File: src/rtl/timer16_defs.vh
`ifndef TIMER16_DEFS_VH
`define TIMER16_DEFS_VH
// register byte addresses (word aligned)
`define ADDR_CONTROL 4'h0
`define ADDR_COUNT_LOW 4'h4
`define ADDR_COUNT_HIGH 4'h8
`define ADDR_STATUS 4'hc
// counter_control fields
`define CTL_RUN 0
`define CTL_SRC 1
`define CTL_SYNC_N 2
`define CTL_OSC_EN 3
`define CTL_PS_LO 4
`define CTL_PS_HI 5
`define CTL_WIDE 7
`define CTL_WRITE_MASK 8'hbf
`define CTL_RESET 8'h00
// status register fields
`define STAT_FLAG 0
`define STAT_IRQ_EN 1
// compare mode that resets the counter
`define MODE_SPECIAL_EVENT 4'hb
// instruction cycle is four oscillator periods
`define CYCLE_DIV 2'h3
// axi responses
`define RESP_OKAY 2'h0
`define RESP_SLVERR 2'h2
`endif

File: src/rtl/timer16.v
`timescale 1ns/1ps
`include "timer16_defs.vh"
// Overview of operation
// - 16-bit up count in two bytes, wraps FFFF to 0000
// - wrap sets sticky overflow flag; request only when enable bit set
// - control bit 0 runs or holds the counter
// - after reset counter is off and control reads zero
// - internal source counts once per instruction cycle, oscillator over four
// - external source counts rising edges of clock pin or crystal
// - bits 5-4 prescale 1:1, 1:2, 1:4, 1:8
// - sync select clear syncs external clock; ignored for internal source
// - oscillator enable forces both crystal pins to inputs
// - crystal oscillator keeps running through sleep
// - special event trigger clears count, starts conversion, no overflow flag
// - trigger reset only guaranteed in timer or synchronized mode
// - low byte write beats a coincident trigger
// - compare pair acts as period in trigger mode
// - wide mode: high address is buffer, low read copies live high
// - wide mode: low write loads high byte from buffer together
// - wide mode: live high byte not directly accessible
// - low byte write clears prescaler, high byte write does not
// - control bit 6 reads zero, ignores writes
module timer16 #(
  parameter PS_WIDTH = 3
) (
  input wire aclk,
  input wire aresetn,
  input wire [3:0] s_axi_awaddr,
  input wire s_axi_awvalid,
  output reg s_axi_awready,
  input wire [31:0] s_axi_wdata,
  input wire [3:0] s_axi_wstrb,
  input wire s_axi_wvalid,
  output reg s_axi_wready,
  output reg [1:0] s_axi_bresp,
  output reg s_axi_bvalid,
  input wire s_axi_bready,
  input wire [3:0] s_axi_araddr,
  input wire s_axi_arvalid,
  output reg s_axi_arready,
  output reg [31:0] s_axi_rdata,
  output reg [1:0] s_axi_rresp,
  output reg s_axi_rvalid,
  input wire s_axi_rready,
  input wire ext_count_clock_pin,
  input wire crystal_clock,
  input wire sleep,
  input wire [3:0] compare_unit_mode,
  input wire compare_match,
  input wire converter_enable,
  input wire [1:0] port_c_direction,
  output reg [1:0] crystal_pins_oe_n,
  output reg crystal_osc_run,
  output reg overflow_irq,
  output reg conversion_start
);
  // ==========================================================
  // state
  reg [7:0] counter_control;
  reg [7:0] count_low_byte;
  reg [7:0] count_high_byte;
  reg [7:0] high_buffer;
  reg overflow_flag;
  reg overflow_irq_enable;
  reg [PS_WIDTH-1:0] prescale_count;
  reg [1:0] cycle_count;
  reg ext_sync1;
  reg ext_sync2;
  reg ext_prev;
  reg [3:0] aw_addr;
  reg aw_have;
  reg [31:0] w_data;
  reg [3:0] w_strb;
  reg w_have;

  wire counter_run = counter_control[`CTL_RUN];
  wire clock_source_select = counter_control[`CTL_SRC];
  wire ext_sync_select_n = counter_control[`CTL_SYNC_N];
  wire crystal_osc_enable = counter_control[`CTL_OSC_EN];
  wire [1:0] input_prescale_select = counter_control[`CTL_PS_HI:`CTL_PS_LO];
  wire wide_access_enable = counter_control[`CTL_WIDE];

  function [PS_WIDTH-1:0] ps_limit;
    input [1:0] sel;
    begin
      ps_limit = (({{(PS_WIDTH-1){1'b0}}, 1'b1}) << sel) - 1'b1;
    end
  endfunction

  // ==========================================================
  // count source
  // external edge source: crystal when enabled, otherwise the pin
  wire ext_raw = crystal_osc_enable ? crystal_clock : ext_count_clock_pin;
  // async mode still samples once here; in this single-clock model the
  // unsynced path is a shorter detector, accepting metastability risk
  wire ext_level = ext_sync_select_n ? ext_sync1 : ext_sync2;
  wire ext_edge = ext_level & ~ext_prev;
  wire tick_in = clock_source_select ? ext_edge : (cycle_count == `CYCLE_DIV);
  wire tick = counter_run & tick_in & (prescale_count == ps_limit(input_prescale_select));
  wire [15:0] count_now = {count_high_byte, count_low_byte};
  wire [15:0] count_inc = count_now + 16'h0001;
  // trigger honoured only when counter is synchronized to aclk
  wire trig = (compare_unit_mode == `MODE_SPECIAL_EVENT) & compare_match
    & ~(clock_source_select & ext_sync_select_n);

  // ==========================================================
  // bus decode
  wire do_write = aw_have & w_have & ~s_axi_bvalid;
  wire do_read = s_axi_arvalid & s_axi_arready;
  wire wr_ctl = do_write & (aw_addr == `ADDR_CONTROL) & w_strb[0];
  wire wr_low = do_write & (aw_addr == `ADDR_COUNT_LOW) & w_strb[0];
  wire wr_high = do_write & (aw_addr == `ADDR_COUNT_HIGH) & w_strb[0];
  wire wr_stat = do_write & (aw_addr == `ADDR_STATUS) & w_strb[0];
  wire rd_low = do_read & (s_axi_araddr == `ADDR_COUNT_LOW);
  wire wr_known = (aw_addr == `ADDR_CONTROL) | (aw_addr == `ADDR_COUNT_LOW)
    | (aw_addr == `ADDR_COUNT_HIGH) | (aw_addr == `ADDR_STATUS);
  wire rd_known = (s_axi_araddr == `ADDR_CONTROL) | (s_axi_araddr == `ADDR_COUNT_LOW)
    | (s_axi_araddr == `ADDR_COUNT_HIGH) | (s_axi_araddr == `ADDR_STATUS);

  reg [7:0] rd_byte;
  always @* begin
    case (s_axi_araddr)
      `ADDR_CONTROL: rd_byte = counter_control & `CTL_WRITE_MASK;
      `ADDR_COUNT_LOW: rd_byte = count_low_byte;
      `ADDR_COUNT_HIGH: rd_byte = wide_access_enable ? high_buffer : count_high_byte;
      `ADDR_STATUS: rd_byte = {6'h00, overflow_irq_enable, overflow_flag};
      default: rd_byte = 8'h00;
    endcase
  end

  // ==========================================================
  // axi-lite slave
  always @(posedge aclk) begin
    if (!aresetn) begin
      s_axi_awready <= 1'b1;
      s_axi_wready <= 1'b1;
      s_axi_bvalid <= 1'b0;
      s_axi_bresp <= `RESP_OKAY;
      s_axi_arready <= 1'b1;
      s_axi_rvalid <= 1'b0;
      s_axi_rdata <= 32'h0000_0000;
      s_axi_rresp <= `RESP_OKAY;
      aw_have <= 1'b0;
      w_have <= 1'b0;
      aw_addr <= 4'h0;
      w_data <= 32'h0000_0000;
      w_strb <= 4'h0;
    end else begin
      if (s_axi_awvalid & s_axi_awready) begin
        aw_addr <= s_axi_awaddr;
        aw_have <= 1'b1;
        s_axi_awready <= 1'b0;
      end
      if (s_axi_wvalid & s_axi_wready) begin
        w_data <= s_axi_wdata;
        w_strb <= s_axi_wstrb;
        w_have <= 1'b1;
        s_axi_wready <= 1'b0;
      end
      if (do_write) begin
        aw_have <= 1'b0;
        w_have <= 1'b0;
        s_axi_bvalid <= 1'b1;
        s_axi_bresp <= wr_known ? `RESP_OKAY : `RESP_SLVERR;
      end
      if (s_axi_bvalid & s_axi_bready) begin
        s_axi_bvalid <= 1'b0;
        s_axi_awready <= 1'b1;
        s_axi_wready <= 1'b1;
      end
      if (do_read) begin
        s_axi_arready <= 1'b0;
        s_axi_rvalid <= 1'b1;
        s_axi_rdata <= {24'h00_0000, rd_byte};
        s_axi_rresp <= rd_known ? `RESP_OKAY : `RESP_SLVERR;
      end
      if (s_axi_rvalid & s_axi_rready) begin
        s_axi_rvalid <= 1'b0;
        s_axi_arready <= 1'b1;
      end
    end
  end

  // ==========================================================
  // counter core
  always @(posedge aclk) begin
    if (!aresetn) begin
      counter_control <= `CTL_RESET;
      count_low_byte <= 8'h00;
      count_high_byte <= 8'h00;
      high_buffer <= 8'h00;
      overflow_flag <= 1'b0;
      overflow_irq_enable <= 1'b0;
      prescale_count <= {PS_WIDTH{1'b0}};
      cycle_count <= 2'h0;
      ext_sync1 <= 1'b0;
      ext_sync2 <= 1'b0;
      ext_prev <= 1'b0;
      crystal_pins_oe_n <= 2'h3;
      crystal_osc_run <= 1'b0;
      overflow_irq <= 1'b0;
      conversion_start <= 1'b0;
    end else begin
      cycle_count <= cycle_count + 2'h1;
      ext_sync1 <= ext_raw;
      ext_sync2 <= ext_sync1;
      ext_prev <= ext_level;
      if (wr_ctl)
        counter_control <= w_data[7:0] & `CTL_WRITE_MASK;
      if (wr_stat)
        overflow_irq_enable <= w_data[`STAT_IRQ_EN];
      // prescaler
      if (wr_low)
        prescale_count <= {PS_WIDTH{1'b0}};
      else if (counter_run & tick_in)
        prescale_count <= tick ? {PS_WIDTH{1'b0}} : prescale_count + 1'b1;
      // count update, write first, then trigger, then increment
      if (wr_low) begin
        count_low_byte <= w_data[7:0];
        if (wide_access_enable)
          count_high_byte <= high_buffer;
      end else if (trig) begin
        count_low_byte <= 8'h00;
        count_high_byte <= 8'h00;
      end else if (tick) begin
        count_low_byte <= count_inc[7:0];
        count_high_byte <= count_inc[15:8];
      end
      if (wr_high & ~wr_low) begin
        if (wide_access_enable)
          high_buffer <= w_data[7:0];
        else
          count_high_byte <= w_data[7:0];
      end
      if (rd_low & wide_access_enable)
        high_buffer <= count_high_byte;
      // flag: set wins over software clear; trigger never sets it
      if (tick & ~trig & ~wr_low & (count_now == 16'hffff))
        overflow_flag <= 1'b1;
      else if (wr_stat & ~w_data[`STAT_FLAG])
        overflow_flag <= 1'b0;
      overflow_irq <= overflow_flag & overflow_irq_enable;
      conversion_start <= trig & ~wr_low & converter_enable;
      crystal_pins_oe_n <= crystal_osc_enable ? 2'h3 : port_c_direction;
      crystal_osc_run <= crystal_osc_enable;
    end
  end
  // sleep does not gate the oscillator request
  wire unused_sleep = sleep;
endmodule // timer16

File: config.mk
export PLATFORM = sky130hd
export DESIGN_NAME = timer16
export DESIGN_NICKNAME = d
export VERILOG_FILES = /design/src/rtl/timer16.v
export VERILOG_INCLUDE_DIRS = /design/src /design/src/rtl
export SDC_FILE = /design/constraint.sdc
export NUM_CORES = 1
export LEC_CHECK = 0
export BUFFER_PORTS_ARGS = -buffer_cell sky130_fd_sc_hd__buf_2
export CORE_MARGIN = 1
export CORE_UTILIZATION = 53
export CTS_CLUSTER_SIZE = 24
export DETAILED_ROUTE_END_ITERATION = 8
export GPL_TIMING_DRIVEN = 0
export PLACE_DENSITY = 0.8
export SYNTH_ARGS = -nofsm -noshare
export SYNTH_HDL_FRONTEND = slang
export SYNTH_SLANG_ARGS = --single-unit
File: constraint.sdc
create_clock -name aclk -period 2.1 [get_ports aclk]
set_input_delay 0.21 -clock aclk [delete_from_list [all_inputs] [get_ports aclk]]
set_output_delay 0.21 -clock aclk [all_outputs]
set_load 0.1 [all_outputs]
==> flow_summary_export.csv <==
group,metric,value,unit
outcome,outcome,"complete, no violations",
timing,slew_violations,0,
global_route,grt_pass1_vias,3564,
routing,dr.pass1.iters,5,
power_and_ir_drop,vdd_drop_max,0.407,mV
cts,cts_tree,"built",
min_path,holdPathStages,2,
power_and_ir_drop,pwr-share-seq,0.479,
routing,drtAntennaViolNets,0,
die,initial_core_util,0.556,
timing,fmaxAchievable,506,MHz
synth,synth_mux_area_frac,0.102,
critical_path,crit_family,"simple AND/OR/NAND/NOR gates",
critical_path,cpPeakStageDelay,0.47,ns
cts,cts_sinks,76,
power_and_ir_drop,p_sw_frac,0.323,
critical_path,cp.required,2.36,ns
min_path,hp-start,"port_c_direction[0]",
synth,ys_ff_latch,76,
min_path,hp-class,"in -> reg",
cts,cts_hold_buffers,0,
layout,mostFrequentLayoutCell,"dfxtp_1",
min_path,hold_end,"crystal_pins_oe_n[0]$_SDFF_PP1_",
global_route,grt_use_met3,0.0635,
critical_path,start_kind,"register",
critical_path,crit_chain,"nor3b_4 -> clkbuf_1 -> a41oi_1 -> nand4b_1 -> mux2i_1 -> a21o_1",
synth,synth-edff-count,0,
synth,synth_cell_type_count,63,
cts,clkLatencyLatePin,0.36,ns
synth,synth_area,0.00409,sq mm
synth,synthAdderAreaFrac,0.00917,
timing,rsz0062_at_grt,"no",
global_route,grt_usage,0.284,
critical_path,crit_fanout,10,
timing,min_period,1.98,ns
cts,ctsRootBufferMaster,"clkbuf_8",
critical_path,end_kind,"register",
routing,drc,0,
timing,skew,0.0102,ns
die,io_pins,108,
power_and_ir_drop,pwr-share-comb,0.172,
timing,max_slew_margin,0.602,
cts,htree_levels,3,
cts,path_clk_slew,0.08,ns
die,coreArea,0.00737,sq mm
run,maxCapViolCount,0,
routing,vias,3865,
timing,setup_viol,0,
routing,post_drt_wl_per_cell,16.9,microns
synth,synth_xor_area_frac,0.00428,
synth,yosys_warnings,0,
critical_path,rr_endpoint,"count_high_byte[3]$_SDFF_PN0_",
critical_path,crit_buf_inv,1,
synth,synth_compound_area_frac,0.207,
power_and_ir_drop,p_int,2140,uW
global_route,overflow,0,
power_and_ir_drop,power.switching,1020,uW
synth,syn_area_per_cell,8.53,sq um
synth,synthCells,480,
synth,yosysTopAreaCell,"dfxtp_1",
layout,final_area,0.00478,sq mm
routing,totalWireLength,11.3,mm
power_and_ir_drop,total_power,3170,uW
synth,seq_area_frac_synth,0.372,
routing,routed_via_density,5.78,
power_and_ir_drop,leakage,0.00208,uW
cts,max-clock-path-buffers,2,
critical_path,crit_type,"reg -> reg",
layout,area_delta_synth_final,16.8,%
global_route,use_met1,0.362,
power_and_ir_drop,p_per_area,663,mW/mm^2
synth,synth_top_area_frac,0.372,
placed_design,dp_hpwl,8.43,mm
synth,yosys.area_share.simple,0.208,
placed_design,placed_cell_area,0.00456,sq mm
critical_path,crit_slowest_cell,"dfxtp_1",
layout,layout.nets,631,
synth,ys_top_cells_by_area,"dfxtp_1, mux2i_1, a21oi_1, buf_4, nand2_1",
critical_path,r2r_cells,6,
power_and_ir_drop,p_clk_frac,0.348,
timing,hold_violations,0,
synth,synth_ff_type,"dfxtp_1",
layout,final_cell_mix,"dfxtp_1, buf_2, nand2_1",
die,dieArea,0.00808,sq mm
routing,drt_iter0_drc,309,
global_route,top_usage_layer,"met2",
synth,synthArstFlopShare,0,
layout,diodes,0,
critical_path,r2r_slack,0.12,ns
critical_path,timing.rr.start,"aw_addr[3]$_SDFFE_PN0P_",
timing,timing.final.ws_setup,0.123,ns
die,row_count,31,
cts,numCtsBuffers,9,
global_route,use_met2,0.463,
critical_path,cp_data_arrival_time,2.24,ns
die,dieWidth,89.9,microns
global_route,grt_pass1_wl,18.0,mm
placed_design,pre_cts_slack,-0.146,ns
synth,synth_top_family_by_area,"simple AND/OR/NAND/NOR gates",
placed_design,port_buffers,50,
layout,drive_gt1_frac,0.209,
timing,finalCritPeriodShare,0.941,
placed_design,gp_congestion,0.941,
global_route,grt_max_degree,14,
timing,tightest_slew,0.597,ns
global_route,antenna_found_initial,0,
die,fp.dieH,89.9,microns
==> synth_stat cells, types with 3 or more instances <==
cell,count
a211oi_1,3
a21o_1,4
a21oi_1,43
a22oi_1,3
a2bb2oi_1,9
a311oi_1,7
a31oi_1,4
a41oi_1,7
and2_1,9
and3_1,4
buf_1,4
buf_2,7
buf_4,28
clkbuf_1,17
dfxtp_1,76
ha_1,3
inv_1,17
mux2_1,9
mux2i_1,26
nand2_1,49
nand3_1,17
nand4_1,11
nand4b_1,7
nor2_1,41
nor2b_1,3
nor3_1,7
o2111ai_1,6
o21ai_0,5
o21ai_1,4
o221a_1,3
o31ai_1,5
or3_1,5
==> power by group through the flow <==
stage	registers (uW)	clock network [uW]	logic [uW]
finish	1520	1100	546
global route	1520	1170	574
CTS	1520	1130	541
detailed placement	1550	0	540
global placement	1550	0	534
floorplan	1620	0	375
==> state kept, by name, indices dropped and copies added, names as in the netlist, 2 cells and up <==
register / count
high_buffer: 8
counter_control: 7
w_data: 8
prescale_count: 3
crystal_pins_oe_n: 2
s_axi_rdata: 8
cycle_count: 2
count_high_byte: 8
aw_addr: 4
count_low_byte: 8
==> per-layer routing <==
metal / up-vias / part of all wire
met5: - / 0
met4: 0 / 0.032
met3: 31 / 0.063
met2: 170 / 0.47
met1: 1791 / 0.44
li1: 1873 / -
==> how the worst max path moves through the flow <==
stage	start	to	slack [ns]	depth (start not counted)
after CTS	s_axi_bvalid$_SDFFE_PP0N_	overflow_flag$_SDFFE_PN0P_	0.03	7
after global routing	aw_addr[3]$_SDFFE_PN0P_	count_high_byte[4]$_SDFF_PN0_	0.005	6
after global placement	aresetn	counter_control[4]$_SDFFE_PN0P_	-0.10	6
after detailed placement	aresetn	s_axi_rvalid$_SDFFE_PP0P_	-0.15	6
final	aw_addr[3]$_SDFFE_PN0P_	count_high_byte[3]$_SDFF_PN0_	0.12	6
after floorplan	s_axi_bvalid$_SDFFE_PP0N_	count_high_byte[6]$_SDFF_PN0_	0.12	7
==> cell families after synthesis <==
group,after synthesis
and+or+nand+nor,167
AOI/OAI and AO/OA,119
DFF,76
buffers and inverters,74
muxes,38
adders and majority gates,3
xor gates and xnor gates,2
other,1
==> cell type report <==
class / count / area, sq um
multi-input combinational: 355 / 2290
timing repair buffer: 50 / 250
sequential: 76 / 1520
buffer: 57 / 340
clock inverter: 6 / 65.1
tap: 99 / 124
inverter: 17 / 63.8
clock buffer: 9 / 124
fill: 651 / 2590
==> metrics by stage <==
stage | hold slack, ns | util | TNS, ns | std cells
2_1_floorplan | 0.309 | - | 0 | 505
3_3_place_gp | 0.391 | 0.619 | -2.10 | 654
3_5_place_dp | 0.395 | 0.619 | -2.98 | 654
4_1_cts | 0.0251 | 0.646 | 0 | 669
5_1_grt | 0.0430 | 0.649 | 0 | 669
6_report | 0.0298 | 0.649 | 0 | 669
==> timing repair <==
item | in CTS | in global routing
gates resized for setup | 1 | 9
setup endpoints to repair | 3 | 15
buffers inserted | 0 | 0
endpoints found under the hold margin | 0 | 0
==> worst reg2reg max path, delay by kind of cell, from the launching register on <==
kind            cells  cell delay [ns]
buf+inv             1             0.39
compound gates      2             0.40
mux                 1             0.08
flops               1             0.47
simple gates        2             0.55
No activity file was read; power rests on OpenSTA's default activity.
